--- src/verilog/updown_counter_defs.vh ---
`ifndef UPDOWN_COUNTER_DEFS_VH
`define UPDOWN_COUNTER_DEFS_VH
// Register word offsets (byte address = 4 * index)
`define REG_CONFIG      4'h0
`define REG_COUNT       4'h1
`define REG_MAXBOUND    4'h2
`define REG_MINBOUND    4'h3
`define REG_STATUS      4'h4
`define REG_FILTER      4'h5
`define REG_EVENTMASK   4'h6
// Configuration fields
`define CFG_ENABLE      0
`define CFG_MODE_LSB    1
`define CFG_MODE_MSB    3
`define CFG_ZERO_CLEARS 4
`define CFG_AUTO_ZERO   5
`define CFG_INVERT_DIR  6
// Counting modes
`define MODE_QUAD       3'h0
`define MODE_BINARY     3'h1
`define MODE_DIRLEVEL   3'h2
`define MODE_DIREDGE    3'h3
// Status bit positions
`define ST_UP           0
`define ST_DOWN         1
`define ST_MAXHIT       2
`define ST_MINHIT       3
`define ST_ZEROMARK     4
`define ST_QERROR       5
`define ST_BUTTON       6
`define ST_WIDTH        7
// Reset values
`define CONFIG_RESET    7'h00
`define FILTER_RESET    4'h3
`define MAXB_RESET      32'h7FFFFFFF
`define MINB_RESET      32'h80000000
`define WIDTH_FILTER    4
`endif

--- src/verilog/avalon_regs.v ---
`timescale 1ns/1ns
`default_nettype none
`include "updown_counter_defs.vh"
// Avalon-MM slave: one wait state, then answer; unmapped reads return zero
module avalon_regs (
  input  wire        mclk,
  input  wire        srst,
  input  wire [3:0]  address,
  input  wire        read,
  input  wire        write,
  input  wire [31:0] writedata,
  input  wire [3:0]  byteenable,
  output reg         waitrequest,
  output reg  [31:0] readdata,
  input  wire [31:0] readValue,
  output reg         wrStrobe,
  output reg  [3:0]  wrAddr,
  output reg  [31:0] wrData,
  output reg  [3:0]  wrBe,
  output reg         rdStrobe,
  output reg  [3:0]  rdAddr
);
  reg busy;

  // First request cycle latches; waitrequest falls one cycle later
  always @(posedge mclk) begin
    if (srst) begin
      busy        <= 1'b0;
      waitrequest <= 1'b1;
      wrStrobe    <= 1'b0;
      rdStrobe    <= 1'b0;
      wrAddr      <= 4'h0;
      wrData   <= 32'h00000000;
      wrBe     <= 4'h0;
      rdAddr   <= 4'h0;
      readdata <= 32'h00000000;
    end else begin
      wrStrobe    <= 1'b0;
      rdStrobe    <= 1'b0;
      waitrequest <= 1'b1;
      if (busy) begin
        busy <= 1'b0;
      end else if (read || write) begin
        busy        <= 1'b1;
        waitrequest <= 1'b0;
        wrStrobe <= write;
        rdStrobe <= read;
        wrAddr   <= address;
        wrData   <= writedata;
        wrBe     <= byteenable;
        rdAddr   <= address;
        // Captured at the take so data already stand at the answer edge
        if (read) begin
          readdata <= readValue;
        end
      end
    end
  end
endmodule // avalon_regs
`default_nettype wire

--- src/verilog/input_debounce.v ---
`timescale 1ns/1ns
`default_nettype none
`include "updown_counter_defs.vh"
// Passes a level once it has stayed stable for 2^filterSel + 1 samples
module input_debounce (
  input  wire                      mclk,
  input  wire                      srst,
  input  wire                      rawIn,
  input  wire [`WIDTH_FILTER-1:0]  filterSel,
  output reg                       cleanOut
);
  reg        lastIn;
  reg [15:0] stableCount;
  wire [15:0] limit = (16'h0001 << filterSel) - 16'h0001;

  // Restart the count on any change; filterSel 0 still needs two equal samples
  always @(posedge mclk) begin
    if (srst) begin
      lastIn      <= 1'b0;
      stableCount <= 16'h0000;
      cleanOut    <= 1'b0;
    end else begin
      lastIn <= rawIn;
      if (rawIn != lastIn) begin
        stableCount <= 16'h0000;
      end else if (stableCount >= limit) begin
        cleanOut <= lastIn;
      end else begin
        stableCount <= stableCount + 16'h0001;
      end
    end
  end
endmodule // input_debounce
`default_nettype wire

--- src/verilog/updown_position_counter.v ---
`timescale 1ns/1ns
`default_nettype none
`include "updown_counter_defs.vh"
// Function
// - 32-bit counter counting up or down
// - Decode input pair as quadrature or binary
// - Direction from level input or edges
// - Third input: zero marker or push-button
// - Programmable debounce on all three inputs
// - Count events forwarded to timer
// - Bound exceed: auto-zero or warning event
module updown_position_counter (
  input  wire        mclk,
  input  wire        srst,
  input  wire [3:0]  address,
  input  wire        read,
  input  wire        write,
  input  wire [31:0] writedata,
  input  wire [3:0]  byteenable,
  output wire        waitrequest,
  output wire [31:0] readdata,
  input  wire        inUp,
  input  wire        inDown,
  input  wire        inZero,
  output reg         timerUpEvent,
  output reg         timerDownEvent,
  output reg         boundWarning
);
  reg  [6:0]  ctrlReg;
  reg  [31:0] count;
  reg  [31:0] maxBound;
  reg  [31:0] minBound;
  reg  [`ST_WIDTH-1:0] status;
  reg  [`WIDTH_FILTER-1:0] filterSel;
  reg  [`ST_WIDTH-1:0] eventMask;
  reg  [1:0]  lastPair;
  reg         lastZero;
  reg  [31:0] readValue;
  reg  [31:0] next_count;
  reg  [`ST_WIDTH-1:0] evt;
  wire        cleanUp;
  wire        cleanDown;
  wire        cleanZero;
  wire        wrStrobe;
  wire [3:0]  wrAddr;
  wire [31:0] wrData;
  wire [3:0]  wrBe;
  wire [2:0]  mode = ctrlReg[`CFG_MODE_MSB:`CFG_MODE_LSB];
  wire        enabled = ctrlReg[`CFG_ENABLE];
  wire [1:0]  pair = {cleanUp, cleanDown};
  wire [31:0] cfgMerged;

  // Byte-lane merge for register writes
  function [31:0] merge;
    input [31:0] old;
    input [31:0] data;
    input [3:0]  be;
    integer i;
    begin
      merge = old;
      for (i = 0; i < 4; i = i + 1) begin
        if (be[i]) begin
          merge[i*8 +: 8] = data[i*8 +: 8];
        end
      end
    end
  endfunction

  // Binary index of a Gray-coded pair
  function [1:0] grayToBin;
    input [1:0] g;
    begin
      grayToBin = {g[1], g[1] ^ g[0]};
    end
  endfunction

  // Byte-lane merge of the configuration word, cut to 7 bits on write
  assign cfgMerged = merge({25'h0000000, ctrlReg}, wrData, wrBe);

  avalon_regs busSlave (
    .mclk        (mclk),
    .srst        (srst),
    .address     (address),
    .read        (read),
    .write       (write),
    .writedata   (writedata),
    .byteenable  (byteenable),
    .waitrequest (waitrequest),
    .readdata    (readdata),
    .readValue   (readValue),
    .wrStrobe    (wrStrobe),
    .wrAddr      (wrAddr),
    .wrData      (wrData),
    .wrBe        (wrBe),
    .rdStrobe    (),
    .rdAddr      ()
  );

  // All three inputs filtered before use
  input_debounce filtUp (
    .mclk      (mclk),
    .srst      (srst),
    .rawIn     (inUp),
    .filterSel (filterSel),
    .cleanOut  (cleanUp)
  );
  input_debounce filtDown (
    .mclk      (mclk),
    .srst      (srst),
    .rawIn     (inDown),
    .filterSel (filterSel),
    .cleanOut  (cleanDown)
  );
  input_debounce filtZero (
    .mclk      (mclk),
    .srst      (srst),
    .rawIn     (inZero),
    .filterSel (filterSel),
    .cleanOut  (cleanZero)
  );

  // Count decode: one step per sample at most
  always @* begin
    next_count = count;
    evt = {`ST_WIDTH{1'b0}};
    if (enabled) begin
      case (mode)
        `MODE_QUAD: begin
          if ((pair ^ lastPair) == 2'b11) begin
            evt[`ST_QERROR] = 1'b1;
          end else if (pair != lastPair) begin
            if (grayToBin(pair) == grayToBin(lastPair) + 2'b01) begin
              evt[`ST_UP] = 1'b1;
            end else begin
              evt[`ST_DOWN] = 1'b1;
            end
          end
        end
        `MODE_BINARY: begin
          // Binary code: +1 or -1 steps only, others ignored
          if (pair == lastPair + 2'b01) begin
            evt[`ST_UP] = 1'b1;
          end else if (pair == lastPair - 2'b01) begin
            evt[`ST_DOWN] = 1'b1;
          end
        end
        `MODE_DIRLEVEL: begin
          // Count on rising edge of first input, direction from second
          if (cleanUp && !lastPair[1]) begin
            if (cleanDown ^ ctrlReg[`CFG_INVERT_DIR]) begin
              evt[`ST_DOWN] = 1'b1;
            end else begin
              evt[`ST_UP] = 1'b1;
            end
          end
        end
        `MODE_DIREDGE: begin
          // Simultaneous edges cancel out
          if (cleanUp && !lastPair[1] && !(cleanDown && !lastPair[0])) begin
            evt[`ST_UP] = 1'b1;
          end else if (cleanDown && !lastPair[0] && !(cleanUp && !lastPair[1])) begin
            evt[`ST_DOWN] = 1'b1;
          end
        end
        default: begin
          next_count = count;
        end
      endcase
      if (evt[`ST_UP]) begin
        next_count = count + 32'h00000001;
      end else if (evt[`ST_DOWN]) begin
        next_count = count - 32'h00000001;
      end
      // Signed bound compare on the new value
      if (evt[`ST_UP] && ($signed(next_count) > $signed(maxBound))) begin
        evt[`ST_MAXHIT] = 1'b1;
      end
      if (evt[`ST_DOWN] && ($signed(next_count) < $signed(minBound))) begin
        evt[`ST_MINHIT] = 1'b1;
      end
      if ((evt[`ST_MAXHIT] || evt[`ST_MINHIT]) && ctrlReg[`CFG_AUTO_ZERO]) begin
        next_count = 32'h00000000;
      end
      if (cleanZero && !lastZero) begin
        evt[`ST_ZEROMARK] = 1'b1;
        evt[`ST_BUTTON] = 1'b1;
        if (ctrlReg[`CFG_ZERO_CLEARS]) begin
          next_count = 32'h00000000;
        end
      end
    end
  end

  // Register file, count and sticky status; hardware set beats clear
  always @(posedge mclk) begin
    if (srst) begin
      ctrlReg        <= `CONFIG_RESET;
      count          <= 32'h00000000;
      maxBound       <= `MAXB_RESET;
      minBound       <= `MINB_RESET;
      status         <= {`ST_WIDTH{1'b0}};
      filterSel      <= `FILTER_RESET;
      eventMask      <= {`ST_WIDTH{1'b0}};
      lastPair       <= 2'b00;
      lastZero       <= 1'b0;
      timerUpEvent   <= 1'b0;
      timerDownEvent <= 1'b0;
      boundWarning   <= 1'b0;
    end else begin
      lastPair <= pair;
      lastZero <= cleanZero;
      count    <= next_count;
      timerUpEvent   <= evt[`ST_UP];
      timerDownEvent <= evt[`ST_DOWN];
      status <= status | evt;
      if (wrStrobe) begin
        case (wrAddr)
          `REG_CONFIG:    ctrlReg <= cfgMerged[6:0];
          `REG_COUNT:     count <= merge(count, wrData, wrBe);
          `REG_MAXBOUND:  maxBound <= merge(maxBound, wrData, wrBe);
          `REG_MINBOUND:  minBound <= merge(minBound, wrData, wrBe);
          `REG_STATUS:    status <= (status & ~wrData[`ST_WIDTH-1:0]) | evt;
          `REG_FILTER:    filterSel <= wrData[`WIDTH_FILTER-1:0];
          `REG_EVENTMASK: eventMask <= wrData[`ST_WIDTH-1:0];
          default:        lastZero <= cleanZero;
        endcase
      end
      // Warning level follows masked bound flags
      boundWarning <= |(eventMask & status &
                        ((`ST_WIDTH'h01 << `ST_MAXHIT) | (`ST_WIDTH'h01 << `ST_MINHIT)));
    end
  end

  // Read mux on the live address, so the take edge can capture it
  always @* begin
    case (address)
      `REG_CONFIG:    readValue = {25'h0000000, ctrlReg};
      `REG_COUNT:     readValue = count;
      `REG_MAXBOUND:  readValue = maxBound;
      `REG_MINBOUND:  readValue = minBound;
      `REG_STATUS:    readValue = {25'h0000000, status};
      `REG_FILTER:    readValue = {28'h0000000, filterSel};
      `REG_EVENTMASK: readValue = {25'h0000000, eventMask};
      default:        readValue = 32'h00000000;
    endcase
  end
endmodule // updown_position_counter
`default_nettype wire
--- config.mk ---
export PLATFORM = sky130hd
export DESIGN_NAME = updown_position_counter
export DESIGN_NICKNAME = d
export VERILOG_FILES = /design/src/verilog/avalon_regs.v /design/src/verilog/input_debounce.v /design/src/verilog/updown_position_counter.v
export VERILOG_INCLUDE_DIRS = /design/src /design/src/verilog
export SDC_FILE = /design/constraint.sdc
export NUM_CORES = 1
export LEC_CHECK = 0
export ABC_AREA = 1
export ABC_CLOCK_PERIOD_IN_PS = 9850
export BUFFER_PORTS_ARGS = -buffer_cell sky130_fd_sc_hd__buf_2
export CORE_MARGIN = 2
export CORE_UTILIZATION = 30
export CTS_CLUSTER_SIZE = 30
export DETAILED_ROUTE_END_ITERATION = 8
export SYNTH_ARGS = -nofsm -noshare
export SYNTH_HDL_FRONTEND = slang
export SYNTH_SLANG_ARGS = --single-unit
--- constraint.sdc ---
create_clock -name mclk -period 9.85 [get_ports mclk]
set_input_delay 0.985 -clock mclk [delete_from_list [all_inputs] [get_ports mclk]]
set_output_delay 0.985 -clock mclk [all_outputs]
set_load 0.02 [all_outputs]
==> impl_metrics.ini, run 1 <==
[status]
status = finished, final reports clean

[clock_network]
cts-resized-gates = 0
root_buffer = clkbuf_16
cts_max_path_buffers = 3
htreeDepth = 1
cts_tree = built
post-cts-setup-buffers = 0
clk_latency_ns = 0.59
hold_buffers = 0
clkTransAtPathRegs_ns = 0.06
clock_sinks = 256
cts_made_buffers = 31

[floorplan]
boundaryPins = 83
die_h_um = 230
num_rows = 82
start_util_pct = 30.4
die-area_sq_um = 52800
die_w_um = 230
core_area_sq_um = 50300

[global_routing]
grt_usage_pct = 17.4
grt_overflow_total = 0
grt_pass1_wl_um = 75300
antenna_found_initial = 12
grt_pass1_vias = 14241
grt_max_degree = 62

[route]
detail-route-antenna-nets = 0
drcViolationCount = 0
drt_iter0_drc = 1202
dr.pass1.iters = 5
wire_per_inst_um = 16.0
viasPerCell = 5.03
vias = 14652
wl_um = 46600

[power]
power_leakage_nw = 7.31
power_density_nw_per_um2 = 142
vdd_drop_max_v = 0.000134
power_w = 0.00243

[layout]
ff_latch_area_sq_um = 5120
syn_to_final_growth_pct = 11.9
nFillCells = 5416
multi_input_area_sq_um = 8520
final_area_sq_um = 17100
drive_gt1_share_pct = 8.76
nets = 2378

[placed_design]
hpwl_um = 34000
pre_cts_slack_ns = 4.39
portBuffers = 82
place.gp.congestion = 0.921
place_area_sq_um = 16100

[worst_hold_path]
hp-class = flop to flop
worstHoldPathCells = 2

[timing]
setup_tns_ns = 0
finalMaxSlewViolations = 0
finalSetupViolCount = 0
min_period_ns = 5.65
grt_setup_unrepaired = no
worst_slew_pin_slew_ns = 1.25
final.period_utilization_pct = 57.3
worst_slack_ns = 4.20
hold_viol = 0
finalClockSkew_ns = 0.0324
slew_headroom_pct = 16.3
clock.fmax_ghz = 0.177

[yosys]
synth_largest_area_cell = dfxtp_1
synth_cell_types = 57
syn_area_sq_um = 15300
yosysSeqAreaShare_pct = 33.5
syn_area_per_cell_sq_um = 7.02
synth_area_leaders = dfxtp_1, nand2_1, a21oi_1
synth_common_cells = nand2_1, a21oi_1, inv_1
async_flop_share_pct = 0
yosys_warnings = 0
ys_ff_latch = 256
synth-edff-count = 0
yosysMostFrequentCell = nand2_1
yosys.area.top_type_share_pct = 33.5
synthCells = 2178
synth_ff_type = dfxtp_1

[worst_setup_path]
cp-start-kind = flop
required_ns = 10.27
cp_slowest_cell = nor3b_1
crit_path_frequent_cell = nand2_1
critPathKind = flop to flop
crit_fanout = 32
max_stage_delay_ns = 0.46
cp_data_arrival_time_ns = 6.06
ff2ff_path_depth = 28
end_kind = flop

[job]
maxCapViolations = 0
routing by layer:
| layer | track usage (%) | vias up | part of all wire, % |
|---|---|---|---|
| li1 | - | 7347 | - |
| met1 | 23.0 | 6766 | 45 |
| met2 | 28.1 | 418 | 44 |
| met3 | 3.45 | 101 | 6.9 |
| met4 | 6.53 | 20 | 3.6 |
| met5 | 0 | - | 0.26 |
final timing paths:
check / start / end / slack [ns]
setup / recovery: lastPair[1]$_SDFF_PP0_ / count[0]$_SDFFE_PP0P_ / 4.20
hold / removal: filtZero.cleanOut$_SDFFE_PP0P_ / lastZero$_SDFF_PP0_ / 0.45
setup reg to reg: lastPair[1]$_SDFF_PP0_ / count[0]$_SDFFE_PP0P_ / 4.20
hold reg to reg: filtZero.cleanOut$_SDFFE_PP0P_ / lastZero$_SDFF_PP0_ / 0.45
state kept, by name, indices dropped and copies added (netlist names), 2 cells and up:
signal,flops
status,7
minBound,32
filterSel,4
filtDown.stableCount,16
count,32
filtUp.stableCount,16
ctrlReg,7
filtZero.stableCount,16
busSlave.wrBe,4
busSlave.readdata,32
busSlave.wrAddr,4
maxBound,32
busSlave.wrData,32
lastPair,2
eventMask,7
cell type report:
class / instances / area share, %
inverters: 288 / 6.32
clock buffers: 46 / 5.28
clock inverters: 12 / 0.739
multi-input cells: 1542 / 49.8
flip-flops and latches: 256 / 30.0
well taps: 672 / 4.92
diodes: 2 / 0.0293
repair buffers: 93 / 2.90
critical path, delay by kind of cell (launching register included):
| kind | cells | cell delay, ns |
|---|---|---|
| adders and majority gates | 2 | 0.62 |
| buffers and inverters | 4 | 0.71 |
| AOI/OAI and AO/OA | 3 | 0.61 |
| xor gates and xnor gates | 1 | 0.26 |
| DFF | 1 | 0.42 |
| and+or+nand+nor | 18 | 2.87 |
cell families after synthesis:
family	count (synthesis)	synth area share, %
AOI/OAI and AO/OA	620	22.3
buffers and inverters	382	10.8
xor gates and xnor gates	39	2.24
other	1	0.0245
adders and majority gates	119	9.74
DFF	256	33.5
and+or+nand+nor	761	21.3
cells in the final DEF (no fill, tap or decap), drive strengths merged, types with 8 or more instances in the layout:
cell type and instances:
nand4 22, nor3 37, o21ai 224, clkinv 10, dfxtp 256, o221ai 24
nand3 64, clkbuf 46, xor2 37, a211oi 10, buf 93, a21oi 310
nor2 152, o211ai 16, inv 286, nand2 460, o21a 8, ha 119
nor4 14
report_power, final:
part / internal, W / switching, W / leakage [nW]
Sequential: 0.00106 / 0.0000231 / 2.08
Clock: 0.000684 / 0.000480 / 0.503
Combinational: 0.0000544 / 0.000131 / 4.73
Total: 0.00180 / 0.000635 / 7.31
through the flow:
step / hold WS, ns / utilization [%] / std cells
3_5_place_dp: 0.442 / 31.9 / 2851
2_1_floorplan: 0.422 / - / 2180
3_3_place_gp: 0.437 / 31.9 / 2851
4_1_cts: 0.455 / 34.0 / 2909
6_report: 0.449 / 34.0 / 2911
5_1_grt: 0.483 / 34.0 / 2910
Note: power is estimated with default switching activity, not from simulation.
==> run 2, diff against run 1 <==
ABC_CLOCK_PERIOD_IN_PS = 5100   (was 9850)
clock period = 5.1 ns   (was 9.85 ns; I/O delays follow)
==> impl_metrics.ini, run 2 (synthesis results as in run 1) <==
[status]
status = finished, final reports clean

[worst_setup_path]
crit_fanout = 16
max_stage_delay_ns = 0.42
critPathKind = flop to flop
r2r-end = count[29]$_SDFFE_PP0P_
cp_slowest_cell = dfxtp_1
cp_data_arrival_time_ns = 5.23
reg2reg_slack_ns = 0.30
end_kind = flop
reg2reg_from = lastPair[1]$_SDFF_PP0_
crit_path_frequent_cell = nand2_1
cp-start-kind = flop
required_ns = 5.53
ff2ff_path_depth = 31

[layout]
final_cell_mix = nand2_1, a21oi_1, inv_1, dfxtp_1, o21ai_0
syn_to_final_growth_pct = 13.9
final_area_sq_um = 17400
nFillCells = 5410
ff_latch_area_sq_um = 5120
drive_gt1_share_pct = 10.0
post-route-util_pct = 34.6
nets = 2402
multi_input_area_sq_um = 8620
final_common_cell = nand2_1

[floorplan]
start_util_pct = 30.4
die_w_um = 230
die_h_um = 230
die-area_sq_um = 52800
num_rows = 82
boundaryPins = 83
core_area_sq_um = 50300

[route]
drcViolationCount = 0
wl_um = 47200
detail-route-antenna-nets = 0
wl_met1_um = 21900
wire_per_inst_um = 16.1
topRoutingLayerUsed = met5
dr.pass1.iters = 7
viasPerCell = 5.01
wl_met3_um = 2900
drt_iter0_drc = 1224
vias = 14701
route.met2.wl_um = 20900

[clock_network]
htreeDepth = 1
cts_max_path_buffers = 3
clkTransAtPathRegs_ns = 0.06
clock_sinks = 256
root_buffer = clkbuf_16
clk_latency_ns = 0.59
cts_made_buffers = 31
cts_tree = built

[placed_design]
place.gp.congestion = 0.929
place_area_sq_um = 16200
portBuffers = 82
hpwl_um = 34200

[global_routing]
antenna_found_initial = 11
grt_overflow_total = 0
grt_max_degree = 66
grt_pass1_wl_um = 74700
grt_usage_pct = 17.4
grt_pass1_vias = 13846

[timing]
finalMaxSlewViolations = 0
hold_viol = 0
slew_headroom_pct = 17.1
min_period_ns = 4.80
finalClockSkew_ns = 0.0342
worst_slew_pin_slew_ns = 1.24
clock.fmax_ghz = 0.208
finalSetupViolCount = 0
grt_setup_unrepaired = no
final.period_utilization_pct = 94.1
setup_tns_ns = 0

[power]
power_frac_comb_pct = 7.8
netSwitchingPower_w = 0.00122
power_w = 0.00472
swShare_pct = 25.9
p_int_w = 0.00350
seqPwrFrac_pct = 44.4
power_density_nw_per_um2 = 271
power_leakage_nw = 7.42
p_clk_share_pct = 47.8
vdd_drop_max_v = 0.000288

[worst_hold_path]
worstHoldPathCells = 3
hp-class = primary input to flop
holdPathEnd = busSlave.wrStrobe$_SDFF_PP0_
hold_start = write

[job]
maxCapViolations = 0
run 2: changes by cell type in the layout (fill, tap and decap cells not counted), sizes merged:
cell / previous run / this run
bufinv: 2 / 3
nand2: 460 / 461
clkbuf: 46 / 43
diode: 2 / 5
inv: 286 / 287
clkinv: 10 / 8
buf: 93 / 116
run 2: power by group through the flow:
stage	registers, W	logic [W]	clock network, W
final	0.00209	0.000368	0.00226
after global routing	0.00210	0.000415	0.00239
after CTS	0.00209	0.000362	0.00231
after detailed placement	0.00214	0.000361	0
after global placement	0.00214	0.000354	0
after floorplan	0.00213	0.000241	0
run 2: worst max path at each step:
stage	start	depth (start not counted)	to	slack (ns)
2_1_floorplan	lastPair[1]$_SDFF_PP0_	32	count[22]$_SDFFE_PP0P_	0.97
3_3_place_gp	lastPair[1]$_SDFF_PP0_	33	count[22]$_SDFFE_PP0P_	0.39
3_5_place_dp	lastPair[1]$_SDFF_PP0_	30	count[12]$_SDFFE_PP0P_	0.17
4_1_cts	lastPair[1]$_SDFF_PP0_	31	count[30]$_SDFFE_PP0P_	0.15
5_1_grt	lastPair[0]$_SDFF_PP0_	31	count[16]$_SDFFE_PP0P_	0.005
6_report	lastPair[1]$_SDFF_PP0_	31	count[29]$_SDFFE_PP0P_	0.30
run 2: critical path, delay by kind of cell (launching register included):
kind | cells | cell delay (ns)
buffers and inverters | 6 | 0.85
and+or+nand+nor | 17 | 1.74
AOI/OAI and AO/OA | 6 | 1.03
adders and majority gates | 2 | 0.61
DFF | 1 | 0.42
run 2: layout make-up:
class / count / share of cell area [%]
clock buffers: 43 / 5.00
flip-flops and latches: 256 / 29.5
multi-input cells: 1543 / 49.5
repair buffers: 116 / 3.98
inverters: 288 / 6.23
clock inverters: 12 / 0.892
well taps: 672 / 4.83
diodes: 5 / 0.0719
run 2: routing by layer:
metal,global-route usage (%),vias to the layer above
met3,3.32,101
met5,0,-
li1,-,7392
met4,6.03,12
met2,27.8,380
met1,23.3,6816
run 2: timing repair:
action	4_1_cts	5_1_grt
buffers inserted	0	6
endpoints found under the setup margin	0	32
endpoints found under the hold margin	0	0
hold buffers	0	0
gates resized for setup	0	18
run 2: per-stage QoR:
stage	setup slack, ns	cells	hold slack, ns
after CTS	0.147	2922	0.138
after floorplan	0.973	2180	0.422
final	0.302	2935	0.162
after global routing	0.00475	2934	0.157
after detailed placement	0.167	2867	0.440
after global placement	0.390	2867	0.435
